`src/logic/uart_pair_aux_map.svh`:
```
// Purpose: register offsets, fields and reset values of the aux block
// Assumes: word-aligned AHB-Lite addresses, one register per word
// Notes: offsets are byte addresses within the block
`ifndef UART_PAIR_AUX_MAP_SVH
`define UART_PAIR_AUX_MAP_SVH
// register byte offsets
`define OFS_AUX_CTRL 8'h00
`define OFS_IN_CHANGE 8'h04
`define OFS_INT_STATUS 8'h08
`define OFS_INT_MASK 8'h0c
`define OFS_CNT_UPPER 8'h10
`define OFS_CNT_LOWER 8'h14
`define OFS_COMMAND 8'h18
`define OFS_CONFIG 8'h1c
// reset values
`define RST_AUX_CTRL 8'h00
`define RST_INT_MASK 8'h00
`define RST_PRESET 16'h0002
// auxiliary_control fields
`define ACR_BAUD_SET 7
`define ACR_MODE_HI 6
`define ACR_MODE_LO 4
// mode codes of acr[6:4]
`define MODE_CNT_PIN 3'h0
`define MODE_CNT_PIN16 3'h1
`define MODE_CNT_TXC 3'h2
`define MODE_CNT_OSC16 3'h3
`define MODE_TMR_PIN 3'h4
`define MODE_TMR_PIN16 3'h5
`define MODE_TMR_OSC 3'h6
`define MODE_TMR_OSC16 3'h7
// command bits
`define CMD_START 0
`define CMD_STOP 1
`define CMD_BRK_A 2
`define CMD_BRK_B 3
// interrupt_status bit positions
`define ISR_IN_CHANGE 7
`define ISR_COUNTER 3
// prescaler terminal value for divide by 16
`define DIV16_LAST 4'hf
`endif

```
`src/logic/uart_pair_aux_pkg.sv`:
```
// Purpose: types of the uart pair auxiliary block
// Assumes: nothing
// Notes: holds the bus state enum and the block state struct
package uart_pair_aux_pkg;
   // bus slave states, gray along idle -> wait
   typedef enum logic [0:0] {BUS_IDLE = 1'b0, BUS_WAIT = 1'b1} bus_st_t;
   // whole block state
   typedef struct packed {
      bus_st_t bus;
      logic [2:0] addr;
      logic wr;
      logic hready;
      logic [31:0] rdata;
      logic [7:0] auxiliary_control;
      logic [7:0] interrupt_mask;
      logic [7:0] interrupt_status;
      logic [3:0] flags;
      logic [15:0] preset;
      logic [15:0] count;
      logic ct_run;
      logic ct_out;
      logic [3:0] pre16;
      logic [4:0] sync1;
      logic [4:0] sync2;
      logic [4:0] prev;
      logic mpo_sel;
      logic intr_n;
      logic multi_output_pin;
   } aux_state_t;
endpackage

```
`src/logic/uart_pair_aux.sv`:
```
// Purpose: shared aux logic of a uart channel pair (baud set, counter/
//   timer, input change detect, interrupt status and mask)
// Assumes: channel logic on mclk_in supplies receiver/transmitter events
// Notes: every bus transfer takes one wait state
//
// The register offsets and register access over AHB-Lite are this design's own decisions.
`timescale 1ns/1ps
`include "uart_pair_aux_map.svh"
module uart_pair_aux (
   input wire logic mclk_in,
   input wire logic rst_in,
   input wire logic hsel_in,
   input wire logic [31:0] haddr_in,
   input wire logic [1:0] htrans_in,
   input wire logic hwrite_in,
   input wire logic [2:0] hsize_in,
   input wire logic hready_in,
   input wire logic [31:0] hwdata_in,
   output logic [31:0] hrdata_out,
   output logic hreadyout_out,
   output logic hresp_out,
   input wire logic [3:0] multi_inputs_in,
   input wire logic transmit_bit_clock_in,
   input wire logic [1:0] break_change_in,
   input wire logic [1:0] rx_push_in,
   input wire logic [1:0] rx_pop_in,
   input wire logic [3:0] rx_fifo_count_in,
   input wire logic [1:0] rx_shift_wait_in,
   input wire logic [1:0] rx_fifo_full_mode_in,
   input wire logic [1:0] transmit_holding_empty_in,
   output logic interrupt_out_n,
   output logic multi_output_pin_out,
   output logic baud_set_out
);
   uart_pair_aux_pkg::aux_state_t st; // registered state
   uart_pair_aux_pkg::aux_state_t nx; // next state
   logic [2:0] mode; // counter/timer mode field
   logic timer_mode; // high in timer modes
   logic pin_rise; // first input rising edge
   logic txc_rise; // transmit clock rising edge
   logic base_ev; // event feeding the div-16 prescaler
   logic tick; // counter/timer clock enable pulse
   logic rd_done; // read completing this cycle
   logic wr_done; // write completing this cycle
   logic [7:0] cmd; // command byte written now
   logic [3:0] pin_chg; // change seen on each input

   assign mode = st.auxiliary_control[`ACR_MODE_HI:`ACR_MODE_LO];
   assign timer_mode = mode[2];
   // edges come from synchronised levels only
   assign pin_rise = st.sync2[0] & ~st.prev[0];
   assign txc_rise = st.sync2[4] & ~st.prev[4];
   assign pin_chg = st.sync2[3:0] ^ st.prev[3:0];
   assign rd_done = (st.bus == uart_pair_aux_pkg::BUS_WAIT) & ~st.wr;
   assign wr_done = (st.bus == uart_pair_aux_pkg::BUS_WAIT) & st.wr;
   assign cmd = (wr_done && {st.addr, 2'b00} == 5'(`OFS_COMMAND)) ?
                hwdata_in[7:0] : 8'h00;

   // clock source selection for the counter/timer
   always_comb
   begin
      base_ev = 1'b0;
      tick = 1'b0;
      case (mode)
         `MODE_CNT_PIN, `MODE_TMR_PIN:
         begin
            tick = pin_rise;
         end
         `MODE_CNT_PIN16, `MODE_TMR_PIN16:
         begin
            base_ev = pin_rise;
            tick = pin_rise && st.pre16 == `DIV16_LAST;
         end
         `MODE_CNT_TXC:
         begin
            tick = txc_rise;
         end
         `MODE_TMR_OSC:
         begin
            tick = 1'b1;
         end
         default:
         begin
            // both oscillator divided by 16 codes
            base_ev = 1'b1;
            tick = st.pre16 == `DIV16_LAST;
         end
      endcase
   end

   // next-state logic of the whole block
   always_comb
   begin
      nx = st;
      // two-stage synchronisers, then edge history
      nx.sync1 = {transmit_bit_clock_in, multi_inputs_in};
      nx.sync2 = st.sync1;
      nx.prev = st.sync2;
      if (base_ev)
      begin
         nx.pre16 = st.pre16 + 4'h1;
      end
      // bus address phase capture
      nx.hready = 1'b1;
      nx.bus = uart_pair_aux_pkg::BUS_IDLE;
      if (st.bus == uart_pair_aux_pkg::BUS_IDLE && hsel_in &&
          htrans_in[1] && hready_in)
      begin
         // only whole-word transfers are expected; hsize unused
         nx.bus = uart_pair_aux_pkg::BUS_WAIT;
         nx.addr = haddr_in[4:2];
         nx.wr = hwrite_in;
         nx.hready = 1'b0; // one wait state to register read data
      end
      // register writes in the data phase
      if (wr_done)
      begin
         case ({st.addr, 2'b00})
            5'(`OFS_AUX_CTRL): nx.auxiliary_control = hwdata_in[7:0];
            5'(`OFS_INT_MASK): nx.interrupt_mask = hwdata_in[7:0];
            5'(`OFS_CNT_UPPER): nx.preset[15:8] = hwdata_in[7:0];
            5'(`OFS_CNT_LOWER): nx.preset[7:0] = hwdata_in[7:0];
            5'(`OFS_CONFIG): nx.mpo_sel = hwdata_in[0];
            default: nx.mpo_sel = st.mpo_sel; // command has no storage
         endcase
      end
      // register reads; reserved bits read zero
      nx.rdata = 32'h0000_0000;
      if (rd_done)
      begin
         case ({st.addr, 2'b00})
            5'(`OFS_AUX_CTRL): nx.rdata[7:0] = st.auxiliary_control;
            5'(`OFS_IN_CHANGE):
               nx.rdata[7:0] = {st.flags, st.sync2[3:0]};
            5'(`OFS_INT_STATUS): nx.rdata[7:0] = st.interrupt_status;
            5'(`OFS_INT_MASK): nx.rdata[7:0] = st.interrupt_mask;
            // running count in counter mode, else the loaded value
            5'(`OFS_CNT_UPPER):
               nx.rdata[7:0] = timer_mode ? st.preset[15:8] : st.count[15:8];
            5'(`OFS_CNT_LOWER):
               nx.rdata[7:0] = timer_mode ? st.preset[7:0] : st.count[7:0];
            5'(`OFS_CONFIG): nx.rdata[0] = st.mpo_sel;
            default: nx.rdata = 32'h0000_0000; // command reads zero
         endcase
      end
      // change flags: the read clears, a new change wins
      if (rd_done && {st.addr, 2'b00} == 5'(`OFS_IN_CHANGE))
      begin
         nx.flags = 4'h0;
         nx.interrupt_status[`ISR_IN_CHANGE] = 1'b0;
      end
      nx.flags = nx.flags | pin_chg;
      if (|(pin_chg & st.auxiliary_control[3:0]))
      begin
         nx.interrupt_status[`ISR_IN_CHANGE] = 1'b1;
      end
      // per-channel status bits, channel a low, channel b high
      for (int i = 0; i < 2; i++)
      begin
         // break change: command clears, detection wins
         if (cmd[`CMD_BRK_A + i])
         begin
            nx.interrupt_status[2 + 4 * i] = 1'b0;
         end
         if (break_change_in[i])
         begin
            nx.interrupt_status[2 + 4 * i] = 1'b1;
         end
         nx.interrupt_status[4 * i] = transmit_holding_empty_in[i];
         if (!rx_fifo_full_mode_in[i])
         begin
            // receiver ready: count is the level after this event
            if (rx_pop_in[i])
            begin
               nx.interrupt_status[1 + 4 * i] = |rx_fifo_count_in[2 * i +: 2];
            end
            if (rx_push_in[i])
            begin
               nx.interrupt_status[1 + 4 * i] = 1'b1;
            end
         end
         else
         begin
            // fifo full: a waiting character keeps the bit up
            if (rx_pop_in[i] && !rx_shift_wait_in[i])
            begin
               nx.interrupt_status[1 + 4 * i] = 1'b0;
            end
            if (rx_push_in[i] && rx_fifo_count_in[2 * i +: 2] == 2'h3)
            begin
               nx.interrupt_status[1 + 4 * i] = 1'b1;
            end
         end
      end
      // counter/timer commands
      if (cmd[`CMD_STOP])
      begin
         nx.interrupt_status[`ISR_COUNTER] = 1'b0;
         if (!timer_mode)
         begin
            nx.ct_run = 1'b0;
            nx.ct_out = 1'b1;
         end
      end
      if (cmd[`CMD_START])
      begin
         // fresh cycle from the held registers
         nx.count = st.preset;
         nx.ct_out = 1'b1;
         nx.ct_run = 1'b1;
      end
      else if (timer_mode && tick)
      begin
         // timer runs free; each half lasts preset ticks
         if (st.count <= 16'h0001)
         begin
            nx.count = st.preset;
            nx.ct_out = ~st.ct_out;
            if (!st.ct_out)
            begin
               nx.interrupt_status[`ISR_COUNTER] = 1'b1;
            end
         end
         else
         begin
            nx.count = st.count - 16'h0001;
         end
      end
      else if (!timer_mode && st.ct_run && tick)
      begin
         // 0 minus 1 wraps to ffff and keeps going
         nx.count = st.count - 16'h0001;
         if (st.count == 16'h0001)
         begin
            nx.interrupt_status[`ISR_COUNTER] = 1'b1;
            nx.ct_out = 1'b0;
         end
      end
      // outputs, all registered
      nx.intr_n = ~|(nx.interrupt_status & nx.interrupt_mask);
      nx.multi_output_pin = nx.mpo_sel ? nx.ct_out : 1'b1;
   end

   // state register with synchronous reset
   always_ff @(posedge mclk_in)
   begin
      if (rst_in)
      begin
         st <= '0;
         st.bus <= uart_pair_aux_pkg::BUS_IDLE;
         st.hready <= 1'b1;
         st.auxiliary_control <= `RST_AUX_CTRL;
         st.interrupt_mask <= `RST_INT_MASK;
         st.preset <= `RST_PRESET;
         st.ct_out <= 1'b1;
         st.intr_n <= 1'b1;
         st.multi_output_pin <= 1'b1;
      end
      else
      begin
         st <= nx;
      end
   end

   assign hrdata_out = st.rdata;
   assign hreadyout_out = st.hready;
   assign hresp_out = 1'b0 & st.hready; // always okay
   assign interrupt_out_n = st.intr_n;
   assign multi_output_pin_out = st.multi_output_pin;
   assign baud_set_out = st.auxiliary_control[`ACR_BAUD_SET];

   // checks on the logic above; one clock, reset disables all
   AST_INTR_LEVEL: assert property (
      @(posedge mclk_in) disable iff (rst_in)
      interrupt_out_n == ~|(st.interrupt_status & st.interrupt_mask))
      else $error("interrupt output disagrees with status and mask");
   // judged against the bus data, not against the state copy
   AST_BAUD_SET: assert property (
      @(posedge mclk_in) disable iff (rst_in)
      (wr_done && st.addr == 3'h0) |=> baud_set_out == $past(hwdata_in[7]))
      else $error("baud set output not following control bit");
   AST_CHANGE_CLEAR: assert property (
      @(posedge mclk_in) disable iff (rst_in)
      (rd_done && st.addr == 3'h1 && pin_chg == 4'h0) |=>
      st.flags == 4'h0 && !st.interrupt_status[7])
      else $error("change register read did not clear flags");
   // a change on a disabled input must leave the status bit alone
   AST_CHANGE_GATE: assert property (
      @(posedge mclk_in) disable iff (rst_in)
      (!st.interrupt_status[7] && (pin_chg & st.auxiliary_control[3:0]) == 4'h0) |=> !st.interrupt_status[7])
      else $error("disabled input change reached status");
   AST_BREAK_HOLD: assert property (
      @(posedge mclk_in) disable iff (rst_in)
      (st.interrupt_status[2] && !cmd[`CMD_BRK_A]) |=> st.interrupt_status[2])
      else $error("break change bit dropped without command");
   AST_TX_MIRROR: assert property (
      @(posedge mclk_in) disable iff (rst_in)
      ##1 st.interrupt_status[4] == $past(transmit_holding_empty_in[1]))
      else $error("transmitter ready bit not mirrored");
   AST_STATUS_READ: assert property (
      @(posedge mclk_in) disable iff (rst_in)
      (rd_done && st.addr == 3'h2) |=>
      hrdata_out == {24'h000000, $past(st.interrupt_status)} && hreadyout_out)
      else $error("status read returned wrong value");
   // a terminal tick in the same cycle wins over the stop
   AST_STOP_COUNTER: assert property (
      @(posedge mclk_in) disable iff (rst_in)
      (cmd[`CMD_STOP] && !cmd[`CMD_START] && !timer_mode &&
      !(st.ct_run && tick && st.count == 16'h0001)) |=>
      st.ct_out && !st.interrupt_status[3] && !st.ct_run)
      else $error("stop did not restore counter output");
   AST_TERMINAL: assert property (
      @(posedge mclk_in) disable iff (rst_in)
      (!timer_mode && st.ct_run && tick && st.count == 16'h0001 &&
      cmd == 8'h00) |=> st.interrupt_status[3] && !st.ct_out && st.count == 16'h0000)
      else $error("terminal count not flagged");
   AST_TIMER_HALF: assert property (
      @(posedge mclk_in) disable iff (rst_in)
      (timer_mode && tick && st.count == 16'h0001 && cmd == 8'h00) |=>
      st.count == $past(st.preset) && st.ct_out != $past(st.ct_out))
      else $error("timer half period did not reload and toggle");
   AST_WRAP: assert property (
      @(posedge mclk_in) disable iff (rst_in)
      (!timer_mode && st.ct_run && tick && st.count == 16'h0000 &&
      cmd == 8'h00) |=> st.count == 16'hffff)
      else $error("counter did not wrap to all ones");
   AST_MPO_FOLLOW: assert property (
      @(posedge mclk_in) disable iff (rst_in)
      st.mpo_sel |-> multi_output_pin_out == st.ct_out)
      else $error("output pin not showing counter/timer output");
endmodule // uart_pair_aux

```
`config.mk`:
```
export PLATFORM = sky130hd
export DESIGN_NAME = uart_pair_aux
export DESIGN_NICKNAME = d
export VERILOG_FILES = /design/src/logic/uart_pair_aux_pkg.sv /design/src/logic/uart_pair_aux.sv
export VERILOG_INCLUDE_DIRS = /design/src /design/src/logic
export SDC_FILE = /design/constraint.sdc
export NUM_CORES = 1
export LEC_CHECK = 0
export BUFFER_PORTS_ARGS = -buffer_cell sky130_fd_sc_hd__buf_2
export CORE_ASPECT_RATIO = 1.1
export CORE_MARGIN = 3
export CORE_UTILIZATION = 31
export DETAILED_ROUTE_END_ITERATION = 8
export GPL_TIMING_DRIVEN = 0
export PLACE_DENSITY_LB_ADDON = 0.05
export SLEW_MARGIN = 20
export SYNTH_ARGS = -nofsm -noshare
export SYNTH_HDL_FRONTEND = slang
export SYNTH_SLANG_ARGS = --single-unit
```
`constraint.sdc`:
```
create_clock -name mclk_in -period 3 [get_ports mclk_in]
set_input_delay 0.15 -clock mclk_in [delete_from_list [all_inputs] [get_ports mclk_in]]
set_output_delay 0.15 -clock mclk_in [all_outputs]
set_load 0.02 [all_outputs]
```
==> flow_summary.ini <==
[cts]
cts.sink_count = 98
ctsResizeCount = 0
cts_tree = built
numCtsBuffers = 9
cts_setup_buffers = 0
cts_htree_levels = 3
cts-root-buf = clkbuf_16
clock_path_buffers = 2
clk_latency_ns = 0.35
cts_hold_buf = 1
path_clk_slew_ns = 0.07

[worst_setup_path]
rr_startpoint = st[24]$_SDFFE_PP0P_
critical_path.cell_chain = inv_1 -> ha_1 -> o21ai_0 -> a2111oi_4 -> a21oi_4 -> buf_6 -> a21boi_0 -> o21ai_0 -> a21oi_1
crit_path_max_incr_delay_ns = 0.48
critPathSlowestCell = o21ai_0
crit_fanout = 10
r2r_cells = 9
critPathTopFamily = compound AO/OA/AOI/OAI gates
required_ns = 3.27
r2r_slack_ns = 0.37
worst_setup_path_start_kind = flop
cp-end-kind = flop
cp.depth = 9
startpoint = st[24]$_SDFFE_PP0P_
crit_type = reg -> reg
reg2reg_to = st[29]$_SDFFE_PP0P_
crit_end = st[29]$_SDFFE_PP0P_
cp.arrival_ns = 2.89
critPathMostFrequentCell = o21ai_0
timing.critical_path.buf_inv = 2

[routing]
drtIter0Drc = 259
dr.pass1.iters = 5
vias_per_cell = 5.002
wl_per_cell_um = 18.37
dr_total_vias = 4302
drc = 0
wirelength_mm = 15.80
ant_nets = 0

[synth]
syn_area_mm2 = 0.004954
netlist-cell-type-count = 68
synth-main-ff-cell = dfxtp_1
synth_warnings = 0
syn-mean-instance-area_um2 = 8.600
syn_inst = 576
synth_edf_count = 0
synth-seq-cells = 98
yosysSeqAreaShare = 0.3961
synth-async-reset-ratio = 0

[timing]
worst_pin_slew_ns = 0.8072
finalSetupViolCount = 0
relSlewSlack = 0.4607
fin_skew_ns = 0.006554
grt_setup_unrepaired = no
finalCritPeriodShare = 0.8753
final.setup.tns_ns = 0
whs_ns = 0.008962
drv_slew = 0
period_needed_ns = 2.626
fmax_ghz = 0.3808
final-hold-violation-count = 0

[floorplan]
dieArea_mm2 = 0.01753
initial_core_util = 0.3227
coreArea_mm2 = 0.01535
num_io_pins = 132
die_h_um = 138.6
die_w_um = 126.5
rows = 47

[pwr]
p_seq_frac = 0.464
clockPowerShare = 0.465
swShare = 0.2238
peakVddDrop_uv = 204.8
p_sw_w = 0.0006433
p_per_area_mw_per_mm2 = 488.8
p_int_w = 0.002231
p_leak_nw = 2.437
pwr-share-comb = 0.071

[layout]
nNetsFinal = 759
areaGrowthSynthToFinish_pct = 18.72
final_cells = 860
antennaDiodeCount = 0
layout-drive-gt1-share = 0.1958
final_util = 0.3831
multi_input_area_mm2 = 0.002624
register_area_mm2 = 0.001962
final_cell_area_mm2 = 0.005881
fillers = 1596

[placement]
io_buffer_count = 48
dp_cells = 844
globalplace.congestion = 0.8690
dp_hpwl_mm = 12.11
dpl_cell_area_mm2 = 0.005529

[grt]
grt_max_degree = 16
grt.overflow.total = 0
grt_pass1_wl_mm = 24.67
grt_use_total = 0.1809
grt_pass1_vias = 4252
antenna_found_initial = 0

[hold_path]
holdCritPathClass = in -> reg
hold_start = transmit_bit_clock_in

[flow_run]
cap_violations = 0

[run_status]
status = complete, no violations
state kept, by name, indices dropped and copies added (netlist names):
| signal | count |
|---|---|
| hrdata_out | 8 |
| baud_set_out | 1 |
| nx | 10 |
| interrupt_out_n | 1 |
| hreadyout_out | 1 |
| multi_output_pin_out | 1 |
| mode | 3 |
| st | 73 |
final cells by class:
class	instances	share of cell area
flip-flops and latches	98	0.3336
inverters	14	0.008936
plain buffers	62	0.06894
multi-input cells	426	0.4462
clock inverters	5	0.01745
well taps	196	0.04170
repair buffers	49	0.04255
clock buffers	10	0.04064
logic make-up after synthesis:
group           share of synthesized area
compound gates                     0.1710
xor+xnor                          0.01061
fa+ha+maj                         0.01010
buf+inv                           0.09244
flops                              0.3961
mux                                0.1010
other cells                     0.0007570
simple gates                       0.2180
placed cells by master (no fill, tap or decap), drive strengths merged, types with 5 or more instances in the layout:
cell and instances:
mux2 14, a22oi 10, mux2i 32, nor3 9
dfxtp 98, clkbuf 30, o21ai 23, and2 6
conb 25, nor2b 29, nand3 17, and3 7
o32ai 5, o21a 8, nand2b 6, buf 89
xor2 6, nor2 65, nand2 52, a31oi 6
a21oi 48, inv 14
how the worst min path moves through the flow:
stage,slack [ns],end,depth (start not counted)
detailed placement,0.36,nx[11]$_SDFF_PP0_,2
global route,0.01,nx[11]$_SDFF_PP0_,2
global placement,0.37,nx[11]$_SDFF_PP0_,2
CTS,0.001,nx[11]$_SDFF_PP0_,2
floorplan,0.27,st[41]$_SDFFE_PP1P_,1
finish,0.009,nx[12]$_SDFF_PP0_,2
metrics by stage:
| step | power, W | worst slack, ns |
|---|---|---|
| global placement | 0.001565 | 0.4632 |
| finish | 0.002874 | 0.3742 |
| CTS | 0.002903 | 0.4267 |
| global route | 0.002981 | 0.2291 |
| floorplan | 0.001491 | 0.9250 |
| detailed placement | 0.001565 | 0.4593 |
per-layer routing:
| layer | wire (µm) | vias up | global-route usage |
|---|---|---|---|
| met4 | 275 | 0 | 0.05590 |
| met2 | 7884 | 94 | 0.3130 |
| li1 | - | 2119 | - |
| met3 | 563 | 21 | 0.02812 |
| met5 | 0 | - | 0 |
| met1 | 7072 | 2068 | 0.2305 |
power groups by stage:
stage | Combinational (W) | Clock, W | Sequential, W
floorplan | 0.000132 | 0 | 0.00136
global placement | 0.000202 | 0 | 0.00136
detailed placement | 0.000202 | 0 | 0.00136
CTS | 0.000203 | 0.00137 | 0.00133
global route | 0.000222 | 0.00142 | 0.00133
finish | 0.000204 | 0.00134 | 0.00133
Yosys cell counts, types with 4 or more instances:
| cell | instances | area share |
|---|---|---|
| nand2b_1 | 6 | 0.0076 |
| nand4_1 | 4 | 0.0051 |
| nand3_1 | 16 | 0.016 |
| a22oi_1 | 10 | 0.015 |
| and3_1 | 7 | 0.0088 |
| nor2_1 | 64 | 0.048 |
| ha_1 | 4 | 0.010 |
| buf_4 | 35 | 0.053 |
| mux2_2 | 14 | 0.032 |
| clkbuf_1 | 18 | 0.014 |
| nor2b_1 | 29 | 0.037 |
| nand2_1 | 52 | 0.039 |
| o21ai_0 | 21 | 0.021 |
| nor3_1 | 8 | 0.0081 |
| o21a_1 | 8 | 0.012 |
| inv_1 | 14 | 0.011 |
| a21oi_1 | 47 | 0.047 |
| dfxtp_1 | 98 | 0.40 |
| o32ai_1 | 5 | 0.0088 |
| a31oi_1 | 6 | 0.0076 |
| xor2_1 | 6 | 0.011 |
| mux2i_1 | 32 | 0.065 |
| nor3b_1 | 4 | 0.0061 |
| o221ai_1 | 4 | 0.0071 |
| and2_1 | 5 | 0.0063 |
No activity file was read; power rests on OpenSTA's default activity.
